--- src/hw/pll_regs_pkg.sv ---
package pll_regs_pkg;

    // ------------------------------------------------------------
    // Register offsets on the serial programming port
    // ------------------------------------------------------------
    localparam logic [4:0] ADDR_IDENTITY = 5'h00;
    localparam logic [4:0] ADDR_RESET_CTRL = 5'h01;
    localparam logic [4:0] ADDR_REF_DIVIDE = 5'h02;
    localparam logic [4:0] ADDR_FB_WHOLE = 5'h03;
    localparam logic [4:0] ADDR_FB_FRACTION = 5'h04;
    localparam logic [4:0] ADDR_VCO_PACKET = 5'h05;

    // ------------------------------------------------------------
    // Widths and reset values
    // ------------------------------------------------------------
    localparam int DATA_W = 24;
    localparam int RESET_CTRL_W = 10;
    localparam int REF_DIVIDE_W = 14;
    localparam int FB_WHOLE_W = 19;
    localparam int FB_FRACTION_W = 24;
    localparam int PACKET_W = 16;
    localparam int PAYLOAD_W = 9;
    localparam logic [9:0] RESET_CTRL_RESET = 10'h002;
    localparam logic [13:0] REF_DIVIDE_RESET = 14'h0001;
    localparam logic [18:0] FB_WHOLE_RESET = 19'h00019;
    localparam logic [23:0] FB_FRACTION_RESET = 24'h000000;
    localparam logic [15:0] VCO_PACKET_RESET = 16'h0000;

    // ------------------------------------------------------------
    // Field positions
    // ------------------------------------------------------------
    localparam int TARGET_LSB = 0;
    localparam int TARGET_MSB = 2;
    localparam int POINTER_LSB = 3;
    localparam int POINTER_MSB = 6;
    localparam int PAYLOAD_LSB = 7;
    localparam int PAYLOAD_MSB = 15;
    localparam int READ_PTR_MSB = 4;
    localparam int SOFT_RESET_BIT = 5;
    localparam logic [2:0] VCO_TARGET_CODE = 3'h0;

    // ------------------------------------------------------------
    // Serial frame layout: 24 data, 5 address, 3 chip address
    // ------------------------------------------------------------
    localparam int FRAME_BITS = 32;
    localparam int FRAME_ADDR_LSB = 3;
    localparam int FRAME_DATA_LSB = 8;
    localparam logic [2:0] CHIP_ADDRESS = 3'h0;

    // ------------------------------------------------------------
    // Internal link timing
    // ------------------------------------------------------------
    localparam int LINK_DIVIDE = 4;
    localparam int LINK_MAX_HZ = 50_000_000;
    localparam int CLOCK_HZ = 25_000_000;

endpackage

--- src/hw/vco_link_if.sv ---
`timescale 1ns/1ps
interface vco_link_if;
    logic start;
    logic [15:0] packet;
    logic busy;

    modport source (
        output start,
        output packet,
        input busy
    );
    modport sink (
        input start,
        input packet,
        output busy
    );
endinterface

--- src/hw/pll_regs_vco_indirect_access.sv ---
// Contract
// - Packet splits into target, pointer, payload fields.
// - Subsystem answers only target code zero.
// - Each packet write launches a link transfer unless the link is busy; then it is dropped.
// - Calibration overwrites only the payload field.
// - Calibration never touches target or pointer.
// - Packet read returns last transferred packet only.
// - Address zero reads fixed 24-bit identity.
// - Address zero write sets next read pointer.
// - Bit five at address zero soft-resets port.
// - Reference divider 14 bits, resets to one.
// - Whole divider 19 bits, resets to 25.
// - Fraction field 24 bits unsigned, resets zero.
// - Reset control register ten bits, resets 002h.
// - Link clocked from divided reference clock.
// - Packet shifted out most significant bit first.
// - Selected register shifted out in the next frame.
`timescale 1ns/1ps
module pll_regs_vco_indirect_access #(
    parameter logic [23:0] IDENTITY_CODE = 24'h00C0DE, // Arbitrary value
    parameter int LINK_DIVIDE = pll_regs_pkg::LINK_DIVIDE
) (
    input wire logic ref_clk,
    input wire logic reset_n,
    input wire logic sclk,
    input wire logic sdi,
    input wire logic sen,
    input wire logic lock_detect,
    input wire logic reference_buffer_on,
    input wire logic cal_payload_valid,
    input wire logic [8:0] cal_payload,
    output logic cal_payload_ready,
    output logic lock_or_serial_out_pin,
    output logic soft_reset_pulse,
    output logic [9:0] reserved_reset_control,
    output logic [13:0] reference_divide,
    output logic reference_divider_active,
    output logic [18:0] feedback_whole_part,
    output logic [23:0] feedback_fraction_part,
    output logic [15:0] vco_indirect_packet,
    output logic [2:0] subsystem_target_code,
    output logic [3:0] subsystem_register_pointer,
    output logic [8:0] subsystem_payload,
    output logic link_clk,
    output logic link_data,
    output logic link_enable,
    output logic link_busy
);

    // ------------------------------------------------------------
    // Pin synchronisers
    // ------------------------------------------------------------
    // The serial pins are sampled on ref_clk, so the port clock must run
    // well below a quarter of ref_clk; faster host clocks are not served.
    logic [2:0] sclk_sync;
    logic [2:0] sen_sync;
    logic [1:0] sdi_sync;
    logic sclk_rise, sclk_fall, sen_rise;

    // Three stages on clock and strobe so the edge detect reads stages two and three only
    always_ff @(posedge ref_clk or negedge reset_n) begin
        if (!reset_n) begin
            sclk_sync <= 3'h0;
            sen_sync <= 3'h0;
            sdi_sync <= 2'h0;
        end else begin
            sclk_sync <= {sclk_sync[1:0], sclk};
            sen_sync <= {sen_sync[1:0], sen};
            sdi_sync <= {sdi_sync[0], sdi};
        end
    end

    // Edge detection on the settled stages
    assign sclk_rise = sclk_sync[1] & ~sclk_sync[2];
    assign sclk_fall = ~sclk_sync[1] & sclk_sync[2];
    assign sen_rise = sen_sync[1] & ~sen_sync[2];

    // ------------------------------------------------------------
    // Serial frame capture and readback shifting
    // ------------------------------------------------------------
    logic [31:0] frame_shift, next_frame_shift;
    logic [5:0] bit_cnt, next_bit_cnt;
    logic [23:0] read_shift, next_read_shift;
    logic [4:0] read_pointer, next_read_pointer;
    logic [23:0] readback_word;
    logic frame_commit;
    logic [4:0] frame_addr;
    logic [23:0] frame_data;
    logic soft_reset_hit;

    // A frame commits only when exactly 32 bits arrived for our chip address
    assign frame_addr = frame_shift[pll_regs_pkg::FRAME_ADDR_LSB +: 5];
    assign frame_data = frame_shift[pll_regs_pkg::FRAME_DATA_LSB +: 24];
    assign frame_commit = sen_rise && (bit_cnt == 6'(pll_regs_pkg::FRAME_BITS))
        && (frame_shift[2:0] == pll_regs_pkg::CHIP_ADDRESS);
    assign soft_reset_hit = frame_commit && (frame_addr == pll_regs_pkg::ADDR_IDENTITY)
        && frame_data[pll_regs_pkg::SOFT_RESET_BIT];

    // Read word chosen by the stored pointer; unknown addresses read zero
    always_comb begin
        case (read_pointer)
            pll_regs_pkg::ADDR_IDENTITY: readback_word = IDENTITY_CODE;
            pll_regs_pkg::ADDR_RESET_CTRL: readback_word = {14'h0000, reserved_reset_control};
            pll_regs_pkg::ADDR_REF_DIVIDE: readback_word = {10'h000, reference_divide};
            pll_regs_pkg::ADDR_FB_WHOLE: readback_word = {5'h00, feedback_whole_part};
            pll_regs_pkg::ADDR_FB_FRACTION: readback_word = feedback_fraction_part;
            pll_regs_pkg::ADDR_VCO_PACKET: readback_word = {8'h00, vco_indirect_packet};
            default: readback_word = 24'h000000;
        endcase
    end

    // Frame bookkeeping; between frames the read word is reloaded so the
    // next frame always carries fresh contents of the selected register
    always_comb begin
        next_frame_shift = frame_shift;
        next_bit_cnt = bit_cnt;
        next_read_shift = read_shift;
        next_read_pointer = read_pointer;
        if (bit_cnt == 6'h00) begin
            next_read_shift = readback_word;
        end else if (sclk_fall && bit_cnt < 6'(pll_regs_pkg::DATA_W)) begin
            next_read_shift = {read_shift[22:0], 1'b0};
        end
        if (sclk_rise) begin
            next_frame_shift = {frame_shift[30:0], sdi_sync[1]};
            if (bit_cnt != 6'h3F) begin
                next_bit_cnt = bit_cnt + 6'h01;
            end
        end
        if (sen_rise) begin
            next_bit_cnt = 6'h00;
        end
        if (frame_commit && frame_addr == pll_regs_pkg::ADDR_IDENTITY) begin
            next_read_pointer = frame_data[pll_regs_pkg::READ_PTR_MSB:0];
        end
        if (soft_reset_hit) begin
            next_read_pointer = 5'h00;
            next_frame_shift = 32'h00000000;
        end
    end

    // Serial port state registers
    always_ff @(posedge ref_clk or negedge reset_n) begin
        if (!reset_n) begin
            frame_shift <= 32'h00000000;
            bit_cnt <= 6'h00;
            read_shift <= 24'h000000;
            read_pointer <= 5'h00;
        end else begin
            frame_shift <= next_frame_shift;
            bit_cnt <= next_bit_cnt;
            read_shift <= next_read_shift;
            read_pointer <= next_read_pointer;
        end
    end

    // ------------------------------------------------------------
    // Register bank
    // ------------------------------------------------------------
    logic [9:0] next_reserved_reset_control;
    logic [13:0] next_reference_divide;
    logic [18:0] next_feedback_whole_part;
    logic [23:0] next_feedback_fraction_part;
    logic [15:0] next_vco_indirect_packet;
    logic next_soft_reset_pulse;
    logic pout_pin, next_pout_pin;
    logic host_packet_write;
    logic link_start;
    logic [15:0] link_packet;

    vco_link_if link_ctl ();

    // A new packet is refused while the link is busy so the stored packet
    // always equals the one actually sent
    assign host_packet_write = frame_commit && (frame_addr == pll_regs_pkg::ADDR_VCO_PACKET) && !link_ctl.busy;
    assign cal_payload_ready = !link_ctl.busy && !host_packet_write;

    // Host writes win over calibration in the same cycle
    always_comb begin
        link_start = 1'b0;
        link_packet = vco_indirect_packet;
        if (host_packet_write) begin
            link_start = 1'b1;
            link_packet = frame_data[15:0];
        end else if (cal_payload_valid && cal_payload_ready) begin
            link_start = 1'b1;
            // Only the payload changes; target and pointer stay as the host left them
            link_packet = {cal_payload, vco_indirect_packet[pll_regs_pkg::POINTER_MSB:0]};
        end
    end

    // Next values for the writable registers
    always_comb begin
        next_reserved_reset_control = reserved_reset_control;
        next_reference_divide = reference_divide;
        next_feedback_whole_part = feedback_whole_part;
        next_feedback_fraction_part = feedback_fraction_part;
        next_vco_indirect_packet = vco_indirect_packet;
        next_soft_reset_pulse = soft_reset_hit;
        if (frame_commit) begin
            case (frame_addr)
                pll_regs_pkg::ADDR_RESET_CTRL: next_reserved_reset_control = frame_data[9:0];
                pll_regs_pkg::ADDR_REF_DIVIDE: next_reference_divide = frame_data[13:0];
                pll_regs_pkg::ADDR_FB_WHOLE: next_feedback_whole_part = frame_data[18:0];
                pll_regs_pkg::ADDR_FB_FRACTION: next_feedback_fraction_part = frame_data;
                default: next_reserved_reset_control = reserved_reset_control;
            endcase
        end
        if (link_start) begin
            next_vco_indirect_packet = link_packet;
        end
        // Pin shows read data while a frame is under way, else lock state
        if (bit_cnt != 6'h00) begin
            next_pout_pin = read_shift[23];
        end else begin
            next_pout_pin = lock_detect;
        end
    end

    // Register bank flops
    always_ff @(posedge ref_clk or negedge reset_n) begin
        if (!reset_n) begin
            reserved_reset_control <= pll_regs_pkg::RESET_CTRL_RESET;
            reference_divide <= pll_regs_pkg::REF_DIVIDE_RESET;
            feedback_whole_part <= pll_regs_pkg::FB_WHOLE_RESET;
            feedback_fraction_part <= pll_regs_pkg::FB_FRACTION_RESET;
            vco_indirect_packet <= pll_regs_pkg::VCO_PACKET_RESET;
            soft_reset_pulse <= 1'b0;
            pout_pin <= 1'b0;
        end else begin
            reserved_reset_control <= next_reserved_reset_control;
            reference_divide <= next_reference_divide;
            feedback_whole_part <= next_feedback_whole_part;
            feedback_fraction_part <= next_feedback_fraction_part;
            vco_indirect_packet <= next_vco_indirect_packet;
            soft_reset_pulse <= next_soft_reset_pulse;
            pout_pin <= next_pout_pin;
        end
    end

    assign lock_or_serial_out_pin = pout_pin;

    // ------------------------------------------------------------
    // Field view of the last packet and divider gating
    // ------------------------------------------------------------
    // The divider only takes effect with the reference buffer on
    assign reference_divider_active = reference_buffer_on && (reference_divide != 14'h0000);
    assign subsystem_target_code = vco_indirect_packet[pll_regs_pkg::TARGET_MSB:pll_regs_pkg::TARGET_LSB];
    assign subsystem_register_pointer = vco_indirect_packet[pll_regs_pkg::POINTER_MSB:pll_regs_pkg::POINTER_LSB];
    assign subsystem_payload = vco_indirect_packet[pll_regs_pkg::PAYLOAD_MSB:pll_regs_pkg::PAYLOAD_LSB];

    // ------------------------------------------------------------
    // Internal link to the oscillator subsystem
    // ------------------------------------------------------------
    assign link_ctl.start = link_start;
    assign link_ctl.packet = link_packet;
    assign link_busy = link_ctl.busy;

    vco_link_shifter #(
        .DIVIDE(LINK_DIVIDE)
    ) u_link (
        .ref_clk(ref_clk),
        .reset_n(reset_n),
        .ctl(link_ctl.sink),
        .link_clk(link_clk),
        .link_data(link_data),
        .link_enable(link_enable)
    );

endmodule

--- src/hw/vco_link_shifter.sv ---
`timescale 1ns/1ps
module vco_link_shifter #(
    parameter int DIVIDE = pll_regs_pkg::LINK_DIVIDE
) (
    input wire logic ref_clk,
    input wire logic reset_n,
    vco_link_if.sink ctl,
    output logic link_clk,
    output logic link_data,
    output logic link_enable
);

    // ------------------------------------------------------------
    // Parameter check
    // ------------------------------------------------------------
    initial begin
        if (DIVIDE < 2 || (DIVIDE % 2) != 0 || DIVIDE > 256) begin
            $error("DIVIDE must be even and between 2 and 256");
        end
        if (pll_regs_pkg::CLOCK_HZ / DIVIDE * 2 > pll_regs_pkg::LINK_MAX_HZ * 2) begin
            $error("link clock exceeds its limit");
        end
    end

    localparam logic [7:0] HALF_LAST = 8'(DIVIDE / 2 - 1);

    typedef enum logic [1:0] {
        ST_IDLE = 2'b01,
        ST_SHIFT = 2'b10
    } shift_state_t;

    shift_state_t state, next_state;
    logic [7:0] half_cnt, next_half_cnt;
    logic [3:0] bit_idx, next_bit_idx;
    logic [15:0] shreg, next_shreg;
    logic next_link_clk;

    // Link clock idles low; the far end samples on the rising edge
    // and data moves on the falling edge, MSB first
    always_comb begin
        next_state = state;
        next_half_cnt = half_cnt;
        next_bit_idx = bit_idx;
        next_shreg = shreg;
        next_link_clk = link_clk;
        case (state)
            ST_IDLE: begin
                next_link_clk = 1'b0;
                if (ctl.start) begin
                    next_state = ST_SHIFT;
                    next_shreg = ctl.packet;
                    next_half_cnt = 8'h00;
                    next_bit_idx = 4'h0;
                end
            end
            ST_SHIFT: begin
                if (half_cnt == HALF_LAST) begin
                    next_half_cnt = 8'h00;
                    next_link_clk = ~link_clk;
                    if (link_clk) begin
                        next_shreg = {shreg[14:0], 1'b0};
                        next_bit_idx = bit_idx + 4'h1;
                        if (bit_idx == 4'hF) begin
                            next_state = ST_IDLE;
                        end
                    end
                end else begin
                    next_half_cnt = half_cnt + 8'h01;
                end
            end
            default: begin
                next_state = ST_IDLE;
                next_link_clk = 1'b0;
            end
        endcase
    end

    // State registers
    always_ff @(posedge ref_clk or negedge reset_n) begin
        if (!reset_n) begin
            state <= ST_IDLE;
            half_cnt <= 8'h00;
            bit_idx <= 4'h0;
            shreg <= 16'h0000;
            link_clk <= 1'b0;
        end else begin
            state <= next_state;
            half_cnt <= next_half_cnt;
            bit_idx <= next_bit_idx;
            shreg <= next_shreg;
            link_clk <= next_link_clk;
        end
    end

    assign link_data = shreg[15];
    assign link_enable = (state == ST_SHIFT);
    assign ctl.busy = (state == ST_SHIFT);

endmodule

--- config.mk ---
export PLATFORM = sky130hd
export DESIGN_NAME = pll_regs_vco_indirect_access
export DESIGN_NICKNAME = d
export VERILOG_FILES = /design/src/hw/pll_regs_pkg.sv /design/src/hw/vco_link_if.sv /design/src/hw/pll_regs_vco_indirect_access.sv /design/src/hw/vco_link_shifter.sv
export SDC_FILE = /design/constraint.sdc
export NUM_CORES = 1
export LEC_CHECK = 0
export ABC_AREA = 1
export BUFFER_PORTS_ARGS = -buffer_cell sky130_fd_sc_hd__buf_2
export CAP_MARGIN = 10
export CORE_MARGIN = 2
export CORE_UTILIZATION = 58
export DETAILED_ROUTE_END_ITERATION = 6
export GPL_TIMING_DRIVEN = 0
export PLACE_DENSITY = 0.9
export SYNTH_ARGS = -nofsm -noshare
export SYNTH_HDL_FRONTEND = slang
export SYNTH_SLANG_ARGS = --single-unit
--- constraint.sdc ---
create_clock -name ref_clk -period 1.9 [get_ports ref_clk]
set_input_delay 0.38 -clock ref_clk [delete_from_list [all_inputs] [get_ports ref_clk]]
set_output_delay 0.38 -clock ref_clk [all_outputs]
set_load 0.01 [all_outputs]
; Word level (Yosys, flattened, before mapping)
; Index checks and enable logic that the tools add are counted.
[word_totals]
output_inout_bits = 107
elab_cells = 115
inputBits = 17
register_bits = 191
[classes]
n_lt_le_gt_ge = 1
mux = 33
n_reduce_logical = 32
n_eq_ne = 20
bitwise = 7
addsub = 3
[op_table]
columns = op, count
row1 = $pmux W24 S6, 1
row2 = $mux W16, 5
row3 = $mux W32, 2
row4 = $mux W24, 2
row5 = $pmux W16 S2, 1
row6 = $eq A5 B2 Y1 const B, 4
row7 = $eq A5 B3 Y1 const B, 4
row8 = $mux W6, 3
row9 = $mux W8, 2
row10 = $pmux W8 S2, 1
row11 = $reduce_bool A14 Y1, 1
row12 = $mux W4, 3
row13 = $reduce_and A2 Y1, 6
row14 = $reduce_bool A2 Y1, 6
row15 = $eq A5 B1 Y1 const B, 2
row16 = $logic_and A1 B1 Y1, 10
row17 = $logic_not A5 Y1, 2
row18 = $mux W5, 2
row19 = $add A8 B1 Y8 const B, 1
row20 = $eq A8 B1 Y1 const B, 1
row21 = $mux W2, 4
row22 = $pmux W4 S2, 1
row23 = $reduce_and A4 Y1, 2
row24 = $add A6 B1 Y6 const B, 1
row25 = 17 further kinds, 29

; Logic depth before layout (Yosys ltp)
; Gate-level depths: netlist of the first run.
[logic_depth]
depth_word = 13
depth_mapped = 12
mapped_depth_nobuf = 12

; Hierarchy
; Synthesis of the first run repeated with hierarchy kept, for this count alone.
[unflattened]
hier_cells = 1127
area_unflattened_um2 = 9459.1
[by_module_without_submodules]
columns = module, cells_per_inst, seq_area_each_um2, area_per_inst_um2, instances
row1 = pll_regs_vco_indirect_access, 899, 4010.1, 7579.8, 1
row2 = vco_link_shifter, 228, 777.0, 1879.3, 1

; Worst setup path after synthesis of the first run
; OpenSTA, ideal clock, no wires.
[synth_path]
kind = register -> output
startpoint = register bit_cnt[0]
endpoint = output port cal_payload_ready
path_stages_with_launch = 9
arrival_time_ps = 1482
path_slack_ps = 38
required_time_ps = 1520
path_buffers = 1
cell_sequence = dfrtp_1 -> inv_1 -> ha_1 -> nand3_1 -> nor2_1 -> nand3_2 -> clkbuf_1 -> inv_1 -> nor2_1
[synth_between]
elab_chain_cells = 7
[synth_rtl]
columns = item, line
row1 = "start, declared", pll_regs_vco_indirect_access.sv:82  ; logic [5:0] bit_cnt, next_bit_cnt;
row2 = "start signal, assigned", pll_regs_vco_indirect_access.sv:151  ; bit_cnt <= next_bit_cnt;
row3 = $eq A6 B6 Y1, pll_regs_vco_indirect_access.sv:94  ; assign frame_commit = sen_rise && (bit_cnt == 6'(pll_regs_pkg::FRAME_BITS))
row4 = $logic_and A1 B1 Y1, pll_regs_vco_indirect_access.sv:94
row5 = $logic_and A1 B1 Y1, pll_regs_vco_indirect_access.sv:95  ; && (frame_shift[2:0] == pll_regs_pkg::CHIP_ADDRESS);
row6 = $logic_and A1 B1 Y1 (2 in series), pll_regs_vco_indirect_access.sv:175  ; assign host_packet_write = frame_commit && (frame_addr == pll_regs_pkg::ADDR_VCO_PACKET) && !link_ctl.busy;
row7 = $logic_not A1 Y1, pll_regs_vco_indirect_access.sv:176  ; assign cal_payload_ready = !link_ctl.busy && !host_packet_write;
row8 = $logic_and A1 B1 Y1, pll_regs_vco_indirect_access.sv:176
row9 = "end, declared", pll_regs_vco_indirect_access.sv:32  ; output logic cal_payload_ready,
; No other way between the ends.

; Final worst setup path of the first run
; Same ends and word-level chain as after synthesis.

==> out/qor.yml, run 1 <==
grt:
  grt_overflow: 0
  grt_antenna_before_repair: 0
  grt_max_degree: 100
  grt_pass1_vias: 8467
  grt_use_total: 0.341
  grt_pass1_wl_um: 43000
setup_path:
  start_kind: "register"
  criticalPathCategory: "reg2out"
  required_ps: 1520
  timing.rr.end: "feedback_fraction_part[17]$_DFFE_PN0P_"
  end_kind: "primary output"
  path_max_fanout: 2
  arrival_ps: 1790
  r2r-start: "bit_cnt[0]$_DFFE_PN0P_"
  rr_worst_depth: 11
  ff2ff_setup_slack_ps: -180
clock_tree:
  tritoncts: "done"
  numCtsBuffers: 17
  clk_latency_ps: 460
  clkSlewWorstSetupHoldPaths_ps: 70
  htreeDepth: 4
  cts_root_buf: "clkbuf_16"
  clock_path_buffers: 2
  cts_sinks: 191
route:
  initialDrtViolationCount: 1794
  wl_per_cell_um: 21.6
  final_antenna_net_count: 0
  wl_met1_um: 10700
  drc: 16
  viasPerCell: 6.44
  wl_met2_um: 14200
  highest_layer: "met4"
  vias: 9533
  dr.pass1.iters: 7
  wl_met3_um: 4240
  drt-total-wl_um: 31900
timing:
  whs_ps: 26.0
  hold_viol_final: 0
  period_share: 1.14
  rsz0062_at_grt: "true"
  finalSetupViolations: 81
  worst_pin_slew_ps: 813
  tns_ps: -5500
  timing.slew.headroom: 0.458
  post-route-min-period_ps: 2170
  finalMaxSlewViolations: 0
  max_clock_freq_mhz: 461
  setup_slack_ps: -270
  clock_skew_ps: 15.3
die:
  std_cell_rows: 45
  die_area_um2: 16500
  pin_count: 124
  dieHeight_um: 128
  coreArea_um2: 15100
  die_w_um: 128
  initial_core_util: 0.593
run_status:
  failed_checks: "design-rule violations, negative setup slack"
  status: "complete, but fails checks"
synthesis:
  synthArstFlopShare: 1.00
  netlist_area_um2: 8990
  synth_cell_types: 42
  yosys.area.top_type: "dfrtp_1"
  yosysMostFrequentCell: "nand2_1"
  synth_top_area_frac: 0.515
  synth_area_per_cell_um2: 8.21
  synth_edf_count: 0
  ys_ff_latch: 191
  synth_common_cells: "nand2_1, dfrtp_1, o21ai_0, inv_1, nand3_1"
  ys_seq_area_frac: 0.533
  yosysWarnings: 0
  synthTopCellsByArea: "dfrtp_1, nand2_1, o21ai_0, inv_1, nand3_1"
  netlist_instances: 1095
  synth_flop_cell: "dfrtp_1"
  synth.net_count: 1117
placed_design:
  io_buffers: 122
  place_inst: 1406
  post-place-ws_ps: -401
  dp_hpwl_um: 17800
  gp_congestion: 0.976
  place_area_um2: 9870
cells_and_area:
  design_area_um2: 11500
  antenna_cells: 0
  drive_gt1_frac: 0.276
  fin_nets: 1301
  fin_cells: 1480
  areaGrowthSynthToFinish_pct: 28.2
  fin_util: 0.761
power_and_ir_drop:
  p_leak_nw: 5.86
  ir_worst_vdd_mv: 0.762
  p_per_area_nw_per_um2: 1020
  power.total_mw: 11.7
worst_hold_path:
  hp-start: "sclk"
  hold_path_end: "sclk_sync[0]$_DFF_PN0_"
  hold_class: "in2reg"
  worstHoldPathCells: 1
run:
  max_cap_violations: 0
[per-layer routing]
layer | global-route usage | up-vias
li1 | - | 3900
met1 | 0.444 | 4421
met2 | 0.533 | 911
met3 | 0.0823 | 301
met4 | 0.183 | 0
met5 | 0 | -
[power by group]
part / internal (mW) / switching (mW)
Combinational: 0.947 / 1.68
Sequential: 4.58 / 0.538
Clock: 2.35 / 1.64
[area by class of cell]
class	instances	area, µm²
timing repair buffer	166	1080
clock buffer	23	488
inverter	100	392
sequential	191	4790
tap	188	235
fill	850	3630
buffer	62	520
clock inverter	9	156
multi-input combinational	741	3860
[sequential cells by signal (all words and copies together) (netlist names), 3 cells and up]
signal and count:
frame_shift 32, feedback_fraction_part 24, read_shift 24, feedback_whole_part 19
u_link.shreg 16, vco_indirect_packet 16, reference_divide 14, reserved_reset_control 10
u_link.half_cnt 8, bit_cnt 6, read_pointer 5, u_link.bit_idx 4
sclk_sync 3, sen_sync 3
[cell families (layout without fill, tap and decap cells)]
family	Yosys count	count (layout)	synth area share
and+or+nand+nor	536	536	0.251
AOI/OAI and AO/OA	197	197	0.125
DFF	191	191	0.533
buffers and inverters	163	360	0.0810
adders and majority gates	5	5	0.00696
xor gates and xnor gates	3	3	0.00292
[what timing repair did]
action	in CTS	in global routing
hold buffers	1	0
buffers inserted	17	23
gates cloned	0	3
setup endpoints to repair	167	159
resized for setup	48	196
hold endpoints to repair	32	0
pin swaps	10	11
[critical path: stages (launching register included)]
cell	delay [ps]
dfrtp_1	400
inv_2	90
ha_4	140
nand3_4	100
nor2_4	170
nand3_4	110
buf_8	140
clkinv_4	50
nor2_4	30
buf_6	110
[worst max-delay path by stage]
stage                                           from                                endpoint  slack, ps  cells past startpoint
after floorplan               bit_cnt[0]$_DFFE_PN0P_                       cal_payload_ready         40                      8
after global placement                       reset_n  feedback_fraction_part[14]$_DFFE_PN0P_      -2600                      1
after detailed placement      bit_cnt[0]$_DFFE_PN0P_                       cal_payload_ready       -400                      9
after CTS                     bit_cnt[1]$_DFFE_PN0P_                       cal_payload_ready       -210                      9
after global routing      frame_shift[4]$_DFFE_PN0P_                       cal_payload_ready       -310                      8
final                         bit_cnt[0]$_DFFE_PN0P_                       cal_payload_ready       -270                      9
[layout by cell type, fill, tap and decap left out, drive strengths merged]
master	Yosys	final
a21oi	11	11
o2111ai	1	1
nand3	63	63
clkbuf	27	44
clkinv	0	3
o21bai	1	1
bufinv	0	4
inv	100	98
nand2	380	380
dlygate4sd3	0	1
nand3b	2	2
a31oi	10	10
nor2	56	56
nand4	19	19
dfstp	6	6
o311ai	1	1
buf	36	206
dfrtp	185	185
o211ai	10	10
nor3	11	11
ha	5	5
o22ai	4	4
clkinvlp	0	4
xor2	3	3
a22o	3	3
o21ai	146	146
nor4	4	4
a21boi	1	1
and3	1	1
a41oi	1	1
o21a	8	8
Power figures use the tool's default switching activity.
==> run 2, diff against run 1 <==
Settings changed: CORE_MARGIN 2 to 10.
==> run 2 against run 1 <==
  * The run still ends with design-rule violations, negative setup slack left
  * Via count shrank 3.5%
  * Design area fell by 2.8%
  * Sequential power barely moved
  * Flip-flop and latch count stayed put
  * Clock skew shrank 0.86 ps
  * Clock power down 8.5%
  * Sequential share of layout area grew 1.2 points
  * Combinational power decreased by 3%
  * Non-clock buffer count fell by 5
  * Core utilization decreased by 2.4 points
  * Worst setup slack worse by 21 ps
  * Fmax fell by 0.95%
  * Critical endpoint unchanged
==> out/qor.yml, run 2 (synthesized netlist as in run 1, its figures left out) <==
power_and_ir_drop:
  clkPwrFrac: 0.322  # -0.018
  p_per_area_nw_per_um2: 1010  # -1.0%
  seq_power_share: 0.452  # +0.015
  power_switching_share: 0.335  # +0.00669
  ir_worst_vdd_mv: 0.612  # -20%
  switching_power_mw: 3.78  # -1.9%
  intPower_mw: 7.50  # -4.8%
  combPwrFrac: 0.226  # +0.002
  p_leak_nw: 5.75  # -2.0%
  power.total_mw: 11.3  # -3.8%
route:
  final_antenna_net_count: 0  # unchanged
  wl_per_cell_um: 20.5  # -4.9%
  viasPerCell: 6.23  # -3.3%
  drc: 100  # +84
  initialDrtViolationCount: 1749  # -2.5%
  vias: 9198  # -3.5%
  dr.pass1.iters: 7  # unchanged
  drt-total-wl_um: 30300  # -5.1%
die:
  die_w_um: 144  # +12%
  initial_core_util: 0.591  # -0.00220
  pin_count: 124  # unchanged
  dieHeight_um: 144  # +12%
  coreArea_um2: 15200  # +0.37%
  std_cell_rows: 45  # unchanged
  die_area_um2: 20900  # +26%
timing:
  period_share: 1.15  # +0.0110
  setup_slack_ps: -291  # -20.9 ps
  hold_viol_final: 0  # unchanged
  rsz0062_at_grt: "true"
  finalMaxSlewViolations: 0  # unchanged
  clock_skew_ps: 14.5  # -0.864 ps
  post-route-min-period_ps: 2190  # +20.9 ps
  timing.slew.headroom: 0.493  # +0.0352
  worst_pin_slew_ps: 760  # -52.8 ps
  finalSetupViolations: 42  # -48%
  max_clock_freq_mhz: 456  # -0.95%
  whs_ps: 32.3  # +6.23 ps
grt:
  grt_pass1_vias: 8386  # -0.96%
  use_met2: 0.424  # -0.109
  use_met3: 0.0735  # -0.00886
  grt_use_total: 0.264  # -0.0765
  grt-busiest-layer: "met2"
  grt_overflow: 0  # unchanged
  grt_max_degree: 97  # -3.0%
  grt_antenna_before_repair: 0  # unchanged
  use_met1: 0.318  # -0.126
  grt_pass1_wl_um: 43100  # about the same
cells_and_area:
  antenna_cells: 0  # unchanged
  drive_gt1_frac: 0.246  # -0.0302
  largest_reg_flops: 32  # unchanged
  top_register: "frame_shift"
  top_regs: "frame_shift (32), feedback_fraction_part (24), read_shift (24)"
  final_common_cell: "nand2_1"
  fin_cells: 1476  # -0.27%
  most-common-layout-cells: "nand2_1, dfrtp_1, buf_2, o21ai_0, inv_1"
  areaGrowthSynthToFinish_pct: 24.5
  fin_nets: 1297  # -0.31%
  fin_util: 0.736  # -0.0243
setup_path:
  path_max_fanout: 8  # +6
  criticalPathCategory: "reg2out"
  ff2ff_setup_slack_ps: -230  # -50 ps
  arrival_ps: 1810  # +20 ps
  rr_worst_depth: 9  # -2
  crit_top_cell: "nor2_4"
  path_cells: "nor2_4 > nand2_1 > nor2_4 > nand3_4 > buf_8 > inv_2 > nor2_1 > buf_2"
  start_kind: "register"
  end_kind: "primary output"
  slowest_stage: "dfrtp_2"
  required_ps: 1520  # about the same
  cpPeakStageDelay_ps: 480  # +80 ps
clock_tree:
  htreeDepth: 4  # unchanged
  numCtsBuffers: 17  # unchanged
  clkSlewWorstSetupHoldPaths_ps: 70  # about the same
  clock_path_buffers: 2  # unchanged
  cts_sinks: 191  # unchanged
  cts_root_buf: "clkbuf_16"
  tritoncts: "done"
  clk_latency_ps: 450  # about the same
placed_design:
  dp_hpwl_um: 18700  # +4.8%
  post-place-ws_ps: -435  # -34.2 ps
  place_inst: 1406  # unchanged
  gp_congestion: 0.941  # -3.6%
  io_buffers: 122  # unchanged
worst_hold_path:
  hold_class: "in2reg"
  worstHoldPathCells: 1  # unchanged
run_status:
  status: "complete, but fails checks"
  failed_checks: "design-rule violations, negative setup slack"
run:
  max_cap_violations: 0  # unchanged
run 2: power groups by stage:
| stage | clock (mW) | combinational (mW) | sequential, mW |
|---|---|---|---|
| finish | 3.64 | 2.55 | 5.09 |
| CTS | 3.59 | 2.27 | 5.02 |
| global placement | 0 | 2.06 | 5.07 |
| floorplan | 0 | 1.38 | 5.01 |
| detailed placement | 0 | 2.15 | 5.09 |
| global route | 3.77 | 2.77 | 5.13 |
run 2: worst max-delay path: cells and delay by family, from the launching register on:
kind,cells,cell delay (ps)
buf+inv,3,330
flops,1,480
simple gates,5,540
run 2: repair_timing:
| action | CTS | global route |
|---|---|---|
| hold endpoints to repair | 1 | 0 |
| cloned | 0 | 3 |
| resized for setup | 47 | 91 |
| buffers inserted | 18 | 19 |
| hold buffers | 1 | 0 |
| setup endpoints to repair | 167 | 157 |
| pin swaps | 8 | 12 |
run 2: path summary, 6_finish.rpt:
| check | startpoint | to |
|---|---|---|
| max in group asynchronous | reset_n | reference_divide[12]$_DFFE_PN0P_ |
| worst min-delay path | sdi | sdi_sync[0]$_DFF_PN0_ |
| worst max-delay path | frame_shift[7]$_DFFE_PN0P_ | cal_payload_ready |
| worst min register to register | sen_sync[0]$_DFF_PN0_ | sen_sync[1]$_DFF_PN0_ |
| worst max register to register | read_pointer[4]$_DFFE_PN0P_ | read_shift[6]$_DFFE_PN0P_ |
| min in group asynchronous | reset_n | frame_shift[2]$_DFFE_PN0P_ |
run 2: layout make-up:
cell class / count / area (µm²)
Timing Repair Buffer: 163 / 1030
Clock buffer: 18 / 429
Multi-Input combinational cell: 741 / 3710
Fill cell: 965 / 4010
Tap cell: 188 / 235
Inverter: 100 / 379
Clock inverter: 14 / 158
Timing Repair inverter: 1 / 5.00
Buffer: 60 / 452
Sequential cell: 191 / 4790
run 2: layer usage:
layer | vias to the layer above | part of all wire
li1 | 3889 | -
met1 | 4269 | 0.34
met2 | 827 | 0.45
met3 | 213 | 0.14
met4 | 0 | 0.065
met5 | - | 0
run 2: stage by stage:
step	TNS (ps)	area [µm²]
2_1_floorplan	0	8990
3_3_place_gp	-510790	9830
3_5_place_dp	-31060	9870
4_1_cts	-849	10800
5_1_grt	-8140	11200
6_report	-3030	11200
